--- src/hw/preload_pkg.sv ---
// Constants shared by the configuration preload block and its leaves.
// Assumes one 200 MHz core clock and an EEPROM word reader outside.
//
// Operation
// - Word 00h holds signature marking valid contents
// - Word 02h loads vendor identifier, ports 0-3
// - Word 04h loads device identifier, ports 0-3
// - Word 06h bits 3:1, 6:4 set exit latencies
// - Word 06h bits 14:8 set switch mode
// - Word 06h bit 15 requests INTA, ports 1-2
// - Word 0Ch bits 2:1 set ASPM support
// - Word 0Ch bit 3 flags role-based error reporting
// - Word 0Ch bits 4,5 disable MSI, AER
// - Word 0Ch bit 6 disables compliance parity control
// - Word 0Ch bit 7 disables power management capability
// - Word 0Ch bit 10 freezes ordering feature
// - Word 0Ch bit 11 selects transmit SOF latency
// - Word 0Ch bit 12 enables surprise-down, ports 1-3
// - Word 0Ch bit 13: writable PM data select
// - Word 0Ch bit 14 selects flow-control update type
// - Word 0Ch bit 15 enables 4KB boundary check
// - Word 0Eh bits 7:0 load revision identifier
// - Word 10h bits 7:0: port 0 FTS count
// - Word 10h bits 9:8: port 0 ppm difference

package preload_pkg;

  // ----------------------------------------------------------------
  // Port counts
  // ----------------------------------------------------------------
  localparam int ALL_PORTS = 4;  // Ports 0..3
  localparam int DN_PORTS  = 3;  // Ports 0..2
  localparam int INT_PORTS = 2;  // Ports 1..2
  localparam int SD_PORTS  = 3;  // Ports 1..3

  // ----------------------------------------------------------------
  // EEPROM word addresses, in fetch order
  // ----------------------------------------------------------------
  localparam logic [7:0] ADDR_SIGNATURE = 8'h00;
  localparam logic [7:0] ADDR_VENDOR    = 8'h02;
  localparam logic [7:0] ADDR_DEVICE    = 8'h04;
  localparam logic [7:0] ADDR_LINKMODE  = 8'h06;
  localparam logic [7:0] ADDR_CAPS      = 8'h0c;
  localparam logic [7:0] ADDR_REVISION  = 8'h0e;
  localparam logic [7:0] ADDR_PHY0      = 8'h10;
  localparam int         WORD_COUNT     = 7;
  localparam logic [2:0] LAST_INDEX     = 3'h6;

  // Index of each word in the fetch sequence
  localparam logic [2:0] IDX_SIGNATURE = 3'h0;
  localparam logic [2:0] IDX_VENDOR    = 3'h1;
  localparam logic [2:0] IDX_DEVICE    = 3'h2;
  localparam logic [2:0] IDX_LINKMODE  = 3'h3;
  localparam logic [2:0] IDX_CAPS      = 3'h4;
  localparam logic [2:0] IDX_REVISION  = 3'h5;
  localparam logic [2:0] IDX_PHY0      = 3'h6;

  // ----------------------------------------------------------------
  // Source bit positions inside the EEPROM words
  // ----------------------------------------------------------------
  localparam int LM_L0S_LSB = 1;   // Word 06h, 3 bits
  localparam int LM_L1_LSB  = 4;   // Word 06h, 3 bits
  localparam int LM_EGRESS  = 8;
  localparam int LM_CPLTAG  = 9;
  localparam int LM_SAF     = 10;
  localparam int LM_CT_LSB  = 11;  // 2 bits
  localparam int LM_ARB     = 13;
  localparam int LM_CREDIT  = 14;
  localparam int LM_INTA    = 15;
  localparam int CP_MPS     = 0;
  localparam int CP_ASPM_LSB = 1;  // 2 bits
  localparam int CP_RBER    = 3;
  localparam int CP_MSI_DIS = 4;
  localparam int CP_AER_DIS = 5;
  localparam int CP_PAR_DIS = 6;
  localparam int CP_PM_DIS  = 7;
  localparam int CP_FREEZE  = 10;
  localparam int CP_SOF     = 11;
  localparam int CP_SDOWN   = 12;
  localparam int CP_PMDS_RW = 13;
  localparam int CP_FC_TYPE = 14;
  localparam int CP_4KB     = 15;
  localparam int PH_PPM_LSB = 8;   // Word 10h, 2 bits

  // ----------------------------------------------------------------
  // Hardware defaults kept when no valid image is present
  // ----------------------------------------------------------------
  localparam logic [15:0] DEF_VENDOR_ID = 16'h0a5a;  // Arbitrary value
  localparam logic [15:0] DEF_DEVICE_ID = 16'h0c3c;  // Arbitrary value
  localparam logic [7:0]  DEF_REVISION  = 8'h00;     // Arbitrary value
  localparam logic [15:0] DEF_SIGNATURE = 16'h5aa5;  // Arbitrary value

endpackage : preload_pkg

--- src/hw/cfg_field.sv ---
// One preloaded configuration field, replicated over its ports.
// Assumes the loader raises load for one cycle with the full image.
`timescale 1ns/100ps

module cfg_field #(
  parameter int               WIDTH     = 1,
  parameter logic [WIDTH-1:0] RESET_VAL = '0
) (
  input  wire logic             clk,
  input  wire logic             rst_n,
  input  wire logic             load,
  input  wire logic [WIDTH-1:0] din,
  output logic      [WIDTH-1:0] q
);

  // ----------------------------------------------------------------
  // Storage
  // ----------------------------------------------------------------
  // Hardware default until a load; held until the next load or reset
  always_ff @(posedge clk) begin
    if (!rst_n) begin
      q <= RESET_VAL;
    end else if (load) begin
      q <= din;
    end
  end

endmodule // cfg_field

--- src/hw/eeprom_word_fetch.sv ---
// Requests one EEPROM word at a time from the serial reader outside.
// Assumes the reader answers every request with one valid pulse.
`timescale 1ns/100ps

module eeprom_word_fetch (
  input  wire logic        clk,
  input  wire logic        rst_n,
  input  wire logic        start,      // One-cycle launch
  input  wire logic [7:0]  addr,       // Word address to read
  input  wire logic        rd_valid,   // Reader answer strobe
  input  wire logic [15:0] rd_data,    // Reader answer word
  output logic             rd_req,     // Held until answered
  output logic      [7:0]  rd_addr,    // Stable while rd_req high
  output logic             done,       // One-cycle, word in data
  output logic      [15:0] data        // Last word captured
);

  // ----------------------------------------------------------------
  // Request handshake
  // ----------------------------------------------------------------
  // A valid outside a request is ignored so a stray strobe loads nothing
  always_ff @(posedge clk) begin
    if (!rst_n) begin
      rd_req  <= 1'b0;
      rd_addr <= 8'h00;
    end else if (start) begin
      rd_req  <= 1'b1;
      rd_addr <= addr;
    end else if (rd_req && rd_valid) begin
      rd_req  <= 1'b0;
    end
  end

  // Capture the answer and flag it for one cycle
  always_ff @(posedge clk) begin
    if (!rst_n) begin
      done <= 1'b0;
      data <= 16'h0000;
    end else begin
      done <= rd_req && rd_valid;
      if (rd_req && rd_valid) begin
        data <= rd_data;
      end
    end
  end

endmodule // eeprom_word_fetch

--- src/hw/eeprom_config_preload.sv ---
// Walks the EEPROM image after reset and loads configuration fields.
// Assumes an outside reader that turns word requests into serial reads.
`timescale 1ns/100ps

module eeprom_config_preload
  import preload_pkg::*;
#(
  parameter logic [15:0] SIGNATURE = DEF_SIGNATURE  // Arbitrary value
) (
  input  wire logic        clk,
  input  wire logic        rst_n,
  // EEPROM word reader
  input  wire logic        ee_rd_valid,
  input  wire logic [15:0] ee_rd_data,
  output logic             ee_rd_req,
  output logic      [7:0]  ee_rd_addr,
  // Preload status
  output logic             preload_busy,
  output logic             preload_done,
  output logic             signature_ok,
  // Identity, 16 bits per port 0..3 (revision 8 bits), port 0 lowest
  output logic      [63:0] vendor_id,
  output logic      [63:0] device_id,
  output logic      [31:0] revision_id,
  // Link capability, ports 0..2
  output logic      [8:0]  l0s_exit_latency,
  output logic      [8:0]  l1_exit_latency,
  // Switch mode image, 7 bits per port 0..2
  output logic      [20:0] switch_mode,
  // Interrupt pin request, ports 1..2
  output logic      [1:0]  inta_request,
  // Capability options, one bit per port 0..3; ASPM two bits per port, surprise-down ports 1..3 only
  output logic      [3:0]  max_payload_support,
  output logic      [7:0]  aspm_support,
  output logic      [3:0]  role_err_report,
  output logic      [3:0]  msi_disable,
  output logic      [3:0]  aer_disable,
  output logic      [3:0]  parity_ctl_disable,
  output logic      [3:0]  pm_cap_disable,
  output logic      [3:0]  ordering_frozen,
  output logic      [3:0]  sof_latency_mode,
  output logic      [2:0]  surprise_down_cap,
  output logic      [3:0]  pm_data_sel_rw,
  output logic      [3:0]  fc_update_type,
  output logic      [3:0]  boundary_4kb_check,
  // Port 0 physical layer
  output logic      [7:0]  fts_count_p0,
  output logic      [1:0]  refclk_ppm_p0
);

  // ----------------------------------------------------------------
  // Sequencer state
  // ----------------------------------------------------------------
  typedef enum logic [2:0] {
    ST_LAUNCH = 3'b001,  // Issue the next word request
    ST_WAIT   = 3'b010,  // Wait for the word to arrive
    ST_DONE   = 3'b100   // Preload over, fields frozen
  } seq_state_type;

  seq_state_type state;      // Current sequencer state
  logic [2:0]    word_idx;   // Position in the fetch list
  logic          fetch_done; // Word ready this cycle
  logic [15:0]   word;       // Word just fetched
  logic          launch;     // Start pulse to the fetcher
  logic [7:0]    word_addr;  // Address for the current index
  logic          sig_match;  // Signature word is good
  logic          take;       // Current word may be applied
  logic [WORD_COUNT-1:0] load;  // One load strobe per word

  // ----------------------------------------------------------------
  // Fetch list
  // ----------------------------------------------------------------
  // Only the words this block consumes are read, to keep boot short
  always_comb begin
    unique case (word_idx)
      IDX_SIGNATURE: word_addr = ADDR_SIGNATURE;
      IDX_VENDOR:    word_addr = ADDR_VENDOR;
      IDX_DEVICE:    word_addr = ADDR_DEVICE;
      IDX_LINKMODE:  word_addr = ADDR_LINKMODE;
      IDX_CAPS:      word_addr = ADDR_CAPS;
      IDX_REVISION:  word_addr = ADDR_REVISION;
      IDX_PHY0:      word_addr = ADDR_PHY0;
      default:       word_addr = ADDR_SIGNATURE;  // Index 7 unused
    endcase
  end

  // One pulse per word; the fetcher holds its request
  assign launch    = (state == ST_LAUNCH);
  // Judged on the captured word, never on the pins
  assign sig_match = (word == SIGNATURE);
  // Words after the signature apply only once it matched
  assign take      = (state == ST_WAIT) && fetch_done;

  // One-hot load strobes; the signature itself loads nothing
  always_comb begin
    load = '0;
    if (take && word_idx != IDX_SIGNATURE && signature_ok) begin
      load[word_idx] = 1'b1;
    end
  end

  // ----------------------------------------------------------------
  // Word fetcher
  // ----------------------------------------------------------------
  eeprom_word_fetch u_fetch (
    .clk      (clk),
    .rst_n    (rst_n),
    .start    (launch),
    .addr     (word_addr),
    .rd_valid (ee_rd_valid),
    .rd_data  (ee_rd_data),
    .rd_req   (ee_rd_req),
    .rd_addr  (ee_rd_addr),
    .done     (fetch_done),
    .data     (word)
  );

  // ----------------------------------------------------------------
  // Sequencer
  // ----------------------------------------------------------------
  // Runs once per reset; no way to restart without a reset
  always_ff @(posedge clk) begin
    if (!rst_n) begin
      state    <= ST_LAUNCH;
      word_idx <= IDX_SIGNATURE;
    end else begin
      unique case (state)
        ST_LAUNCH: begin
          // Request goes out on this same edge
          state <= ST_WAIT;
        end
        ST_WAIT: begin
          // A slow reader only stretches the boot time
          if (fetch_done) begin
            if (word_idx == IDX_SIGNATURE && !sig_match) begin
              state <= ST_DONE;
            end else if (word_idx == LAST_INDEX) begin
              state <= ST_DONE;
            end else begin
              state    <= ST_LAUNCH;
              word_idx <= word_idx + 3'h1;
            end
          end
        end
        ST_DONE: begin
          state <= ST_DONE;  // Held until the next reset
        end
        default: begin
          state <= ST_DONE;  // Illegal code: stop with defaults kept
        end
      endcase
    end
  end

  // ----------------------------------------------------------------
  // Status flags
  // ----------------------------------------------------------------
  // Signature verdict, kept for software to see
  always_ff @(posedge clk) begin
    if (!rst_n) begin
      signature_ok <= 1'b0;
    end else if (take && word_idx == IDX_SIGNATURE) begin
      signature_ok <= sig_match;
    end
  end

  // Config access is held off while busy and opened by done
  always_ff @(posedge clk) begin
    if (!rst_n) begin
      preload_busy <= 1'b1;
      preload_done <= 1'b0;
    end else if (take && (word_idx == LAST_INDEX ||
                          (word_idx == IDX_SIGNATURE && !sig_match))) begin
      // Last word applied, or the image was refused
      preload_busy <= 1'b0;
      preload_done <= 1'b1;
    end
  end

  // ----------------------------------------------------------------
  // Identity words
  // ----------------------------------------------------------------
  // Each identity word is copied to all four ports; revision takes only bits 7:0
  cfg_field #(.WIDTH(64), .RESET_VAL({ALL_PORTS{DEF_VENDOR_ID}})) u_vid (
    .clk(clk), .rst_n(rst_n),
    .load(load[IDX_VENDOR]),
    .din({ALL_PORTS{word}}), .q(vendor_id)
  );
  cfg_field #(.WIDTH(64), .RESET_VAL({ALL_PORTS{DEF_DEVICE_ID}})) u_did (
    .clk(clk), .rst_n(rst_n),
    .load(load[IDX_DEVICE]),
    .din({ALL_PORTS{word}}), .q(device_id)
  );
  cfg_field #(.WIDTH(32), .RESET_VAL({ALL_PORTS{DEF_REVISION}})) u_rev (
    .clk(clk), .rst_n(rst_n),
    .load(load[IDX_REVISION]),
    .din({ALL_PORTS{word[7:0]}}), .q(revision_id)
  );

  // ----------------------------------------------------------------
  // Link and switch mode word
  // ----------------------------------------------------------------
  // Exit latencies reach ports 0..2 only
  cfg_field #(.WIDTH(9)) u_l0s (
    .clk(clk), .rst_n(rst_n),
    .load(load[IDX_LINKMODE]),
    .din({DN_PORTS{word[LM_L0S_LSB +: 3]}}), .q(l0s_exit_latency)
  );
  cfg_field #(.WIDTH(9)) u_l1 (
    .clk(clk), .rst_n(rst_n),
    .load(load[IDX_LINKMODE]),
    .din({DN_PORTS{word[LM_L1_LSB +: 3]}}), .q(l1_exit_latency)
  );
  // Image bits: 6 tag, 5 egress, 4 credit, 3 arb, 2:1 cut, 0 SAF
  cfg_field #(.WIDTH(21)) u_swm (
    .clk(clk), .rst_n(rst_n),
    .load(load[IDX_LINKMODE]),
    .din({DN_PORTS{word[LM_CPLTAG], word[LM_EGRESS], word[LM_CREDIT],
                   word[LM_ARB], word[LM_CT_LSB +: 2], word[LM_SAF]}}),
    .q(switch_mode)
  );
  // Only ports 1 and 2 own an interrupt pin
  cfg_field #(.WIDTH(2)) u_inta (
    .clk(clk), .rst_n(rst_n),
    .load(load[IDX_LINKMODE]),
    .din({INT_PORTS{word[LM_INTA]}}), .q(inta_request)
  );

  // ----------------------------------------------------------------
  // Capability option word
  // ----------------------------------------------------------------
  // Every option bit is replicated to ports 0..3, except surprise-down to ports 1..3
  cfg_field #(.WIDTH(4)) u_mps (
    .clk(clk), .rst_n(rst_n), .load(load[IDX_CAPS]),
    .din({ALL_PORTS{word[CP_MPS]}}), .q(max_payload_support)
  );
  cfg_field #(.WIDTH(8)) u_aspm (
    .clk(clk), .rst_n(rst_n), .load(load[IDX_CAPS]),
    .din({ALL_PORTS{word[CP_ASPM_LSB +: 2]}}), .q(aspm_support)
  );
  cfg_field #(.WIDTH(4)) u_rber (
    .clk(clk), .rst_n(rst_n), .load(load[IDX_CAPS]),
    .din({ALL_PORTS{word[CP_RBER]}}), .q(role_err_report)
  );
  cfg_field #(.WIDTH(4)) u_msi (
    .clk(clk), .rst_n(rst_n), .load(load[IDX_CAPS]),
    .din({ALL_PORTS{word[CP_MSI_DIS]}}), .q(msi_disable)
  );
  cfg_field #(.WIDTH(4)) u_aer (
    .clk(clk), .rst_n(rst_n), .load(load[IDX_CAPS]),
    .din({ALL_PORTS{word[CP_AER_DIS]}}), .q(aer_disable)
  );
  cfg_field #(.WIDTH(4)) u_par (
    .clk(clk), .rst_n(rst_n), .load(load[IDX_CAPS]),
    .din({ALL_PORTS{word[CP_PAR_DIS]}}), .q(parity_ctl_disable)
  );
  cfg_field #(.WIDTH(4)) u_pmd (
    .clk(clk), .rst_n(rst_n), .load(load[IDX_CAPS]),
    .din({ALL_PORTS{word[CP_PM_DIS]}}), .q(pm_cap_disable)
  );
  cfg_field #(.WIDTH(4)) u_frz (
    .clk(clk), .rst_n(rst_n), .load(load[IDX_CAPS]),
    .din({ALL_PORTS{word[CP_FREEZE]}}), .q(ordering_frozen)
  );
  // Zero picks the shorter start-of-frame latency
  cfg_field #(.WIDTH(4)) u_sof (
    .clk(clk), .rst_n(rst_n), .load(load[IDX_CAPS]),
    .din({ALL_PORTS{word[CP_SOF]}}), .q(sof_latency_mode)
  );
  // Port 0 is the upstream side and never reports surprise-down
  cfg_field #(.WIDTH(3)) u_sdn (
    .clk(clk), .rst_n(rst_n), .load(load[IDX_CAPS]),
    .din({SD_PORTS{word[CP_SDOWN]}}), .q(surprise_down_cap)
  );
  cfg_field #(.WIDTH(4)) u_pmds (
    .clk(clk), .rst_n(rst_n), .load(load[IDX_CAPS]),
    .din({ALL_PORTS{word[CP_PMDS_RW]}}), .q(pm_data_sel_rw)
  );
  cfg_field #(.WIDTH(4)) u_fct (
    .clk(clk), .rst_n(rst_n), .load(load[IDX_CAPS]),
    .din({ALL_PORTS{word[CP_FC_TYPE]}}), .q(fc_update_type)
  );
  cfg_field #(.WIDTH(4)) u_4kb (
    .clk(clk), .rst_n(rst_n), .load(load[IDX_CAPS]),
    .din({ALL_PORTS{word[CP_4KB]}}), .q(boundary_4kb_check)
  );

  // ----------------------------------------------------------------
  // Port 0 physical layer word
  // ----------------------------------------------------------------
  // Receiver-side FTS count, port 0 only
  cfg_field #(.WIDTH(8)) u_fts (
    .clk(clk), .rst_n(rst_n),
    .load(load[IDX_PHY0]),
    .din(word[7:0]), .q(fts_count_p0)
  );
  // Codes 0..3 stand for 0, 100, 200 and 300 ppm
  cfg_field #(.WIDTH(2)) u_ppm (
    .clk(clk), .rst_n(rst_n),
    .load(load[IDX_PHY0]),
    .din(word[PH_PPM_LSB +: 2]), .q(refclk_ppm_p0)
  );

endmodule // eeprom_config_preload

--- config.mk ---
export PLATFORM = sky130hd
export DESIGN_NAME = eeprom_config_preload
export DESIGN_NICKNAME = d
export VERILOG_FILES = /design/src/hw/preload_pkg.sv /design/src/hw/cfg_field.sv /design/src/hw/eeprom_word_fetch.sv /design/src/hw/eeprom_config_preload.sv
export SDC_FILE = /design/constraint.sdc
export NUM_CORES = 1
export LEC_CHECK = 0
export BUFFER_PORTS_ARGS = -buffer_cell sky130_fd_sc_hd__buf_2
export CORE_ASPECT_RATIO = 0.8
export CORE_UTILIZATION = 46
export DETAILED_ROUTE_END_ITERATION = 8
export PLACE_DENSITY = 0.86
export RECOVER_POWER = 50
export SYNTH_ARGS = -nofsm -noshare
export SYNTH_HDL_FRONTEND = slang
export SYNTH_SLANG_ARGS = --single-unit
--- constraint.sdc ---
create_clock -name clk -period 2.6 [get_ports clk]
set_input_delay 0.52 -clock clk [delete_from_list [all_inputs] [get_ports clk]]
set_output_delay 0.52 -clock clk [all_outputs]
set_load 0.01 [all_outputs]
==> flow_summary.toml <==
[power]
p_total_mw = 3.20
ir_drop_uv = 321
leakage_nw = 2.38
cellPowerDensity_nw_per_um2 = 551

[worst_setup_path]
critPathArrivalTime_ns = 2.35
end_kind = "register"
crit_cells = 4
crit_fanout = 20
path_class = "reg -> reg"
start_kind = "register"
required_ns = 2.80
path_cells = "nand4bb_1 -> or4_1 -> nand3_1 -> o21ai_0"
cpLargestDelayFamily = "simple AND/OR/NAND/NOR gates"
cp_slowest_cell = "or4_1"
path_buf_inv = 0
max_stage_delay_ns = 0.89
reg2reg_depth = 4

[floorplan]
die_h_um = 101
num_rows = 35
die_x_um = 125
core-area_um2 = 11700
start_util_pct = 47.8
ios = 297
die-area_um2 = 12600

[place]
io_buffers = 292
finalWeightedCongestion = 0.851
hpwl_um = 10100
place_area_um2 = 5740
dp.cells = 878

[clocking]
ctsResizeCount = 0
clk_latency_ns = 0.34
cts_made_buffers = 9
path_clk_slew_ns = 0.08
htree_levels = 3
cts.hold.buffers_added = 0
clockBufferDepth = 2
clock-sinks = 109
cts_tree = "done"
cts_root_buf = "clkbuf_16"
post_cts_buffers = 0

[synth]
synth_area_um2 = 5590
synth-seq-cells = 109
avgSynthCellArea_um2 = 8.54
yosys_warnings = 0
synth_edf_count = 0
synth_cell_types = 41
async_flop_share_pct = 0
yosysSeqAreaShare_pct = 39.0
postSynthCellCount = 655
synth-main-ff-cell = "dfxtp_1"

[timing]
worstMarginPinSlew_ns = 1.25
fin_crit_ns = 2.15
slew_violations = 0
fmax_mhz = 465
relSlewSlack_pct = 16.8
tns_ns = 0
rsz0062_at_grt = "false"
setup_viol = 0
finalCritPeriodShare_pct = 82.7
finClkSkew_ns = 0.00939
hold_viol = 0

[routing]
via_per_inst = 4.89
num_vias = 4369
firstDrtPassIters = 7
drc = 18
drt_iter0_drc = 210
wl_per_cell_um = 15.8
finalWirelength_um = 14200
postRouteAntennaNets = 0

[cells_and_area]
multi_input_area_um2 = 1830
instances_no_fill = 894
layout-drive-gt1-share_pct = 19.8
fillers = 1209
post-route-util_pct = 49.7
fin_nets = 764
n_antenna_cell = 0
area_growth_pct = 3.94
layout_commonest_cell = "clkbuf_1"
regArea_um2 = 2180
final_area_um2 = 5810
final_cell_mix = "clkbuf_1 (176), buf_2 (115), dfxtp_1 (109)"

[grt]
gr-total-overflow = 0
grt_max_degree = 66
grt_first_pass_wirelength_um = 20300
grt.total_usage_pct = 21.2
first_global_vias = 3622
antenna_found_initial = 0

[outcome]
violations = "design-rule violations"
outcome = "complete, but fails checks"

[run]
drv_cap = 0

[min_path]
min_path_cells = 3
hold_path_class = "in -> reg"
==> per-layer routing <==
| layer | vias up | GRT usage [%] | share of wire, % |
|---|---|---|---|
| met5 | - | 0 | 0 |
| met2 | 193 | 37.0 | 49 |
| li1 | 2141 | - | - |
| met3 | 12 | 4.30 | 5.6 |
| met4 | 0 | 4.97 | 1.0 |
| met1 | 2023 | 26.9 | 44 |
==> worst min-delay path: cells and delay by family <==
kind / cells / cell delay (ns)
buffers and inverters: 1 / 0.09
AOI/OAI and AO/OA: 1 / 0.06
and+or+nand+nor: 1 / 0.04
==> metrics by stage <==
stage               setup WS [ns]  hold WS (ns)
floorplan                   0.677         0.457
global placement            0.574         0.451
detailed placement          0.523         0.459
CTS                         0.479         0.412
global route                0.308         0.421
finish                      0.450         0.422
==> report_power, final <==
group / total [mW] / switching [mW] / leakage, nW / internal [mW]
sequential: 1.72 / 0.0356 / 0.880 / 1.69
clock: 1.34 / 0.631 / 0.147 / 0.714
combinational: 0.138 / 0.0865 / 1.35 / 0.0512
total: 3.20 / 0.753 / 2.38 / 2.45
==> synth_stat cells, types with 2 or more instances <==
master    number  area share [%]
a21boi_0      22             3.0
a21boi_1      10             1.3
a21oi_1        5            0.45
a31oi_1        3            0.34
and2_1         6            0.67
buf_1          4            0.27
buf_2          7            0.63
buf_4        192              26
clkbuf_1      24             1.6
dfxtp_1      109              39
ha_1           4            0.90
inv_1          3            0.20
mux2i_1       20             3.6
nand2_1      101             6.8
nand2b_1       3            0.34
nand3_1       46             4.1
nand4_1        4            0.45
nand4_2        2            0.45
nor2b_1       10             1.1
nor4_1         2            0.22
nor4bb_1       4            0.72
o211ai_1       3            0.40
o21ai_0       52             4.7
or4_1          2            0.27
==> layout make-up <==
type / instances / area share, %
clock inverters: 5 / 0.689
multi-input cells: 318 / 31.5
clock buffers: 11 / 4.35
flip-flops and latches: 109 / 37.5
repair buffers: 299 / 22.4
well taps: 148 / 3.19
inverters: 4 / 0.258
==> state kept, by name, indices dropped and copies added, names as in the netlist, 2 cells and up <==
signal	count
u_did.q	16
state	3
u_fts.q	8
u_fetch.rd_addr	4
word_idx	3
u_ppm.q	2
u_vid.q	16
u_l0s.q	3
u_aspm.q	2
u_rev.q	8
u_swm.q	7
u_l1.q	3
u_fetch.data	16
==> path summary, 6_finish.rpt <==
kind | startpoint | endpoint | slack (ns)
max | state[2]$_SDFFE_PN0P_ | u_fts.q[2]$_SDFFE_PN0P_ | 0.45
min | ee_rd_data[4] | u_fetch.data[4]$_SDFFE_PN0P_ | 0.42
max reg2reg | state[2]$_SDFFE_PN0P_ | u_fts.q[2]$_SDFFE_PN0P_ | 0.45
min reg2reg | u_fts.q[5]$_SDFFE_PN0P_ | u_fts.q[5]$_SDFFE_PN0P_ | 0.48
==> cell families after synthesis <==
family | after synthesis | share of synthesized area [%]
other | 1 | 0.0671
adder cells (fa/ha/maj) | 4 | 0.895
flip-flops | 109 | 39.0
AO/OA/AOI/OAI | 98 | 10.6
buffers and inverters | 231 | 28.6
AND/OR/NAND/NOR | 192 | 17.3
multiplexers | 20 | 3.58
No activity file was read; power rests on OpenSTA's default activity.
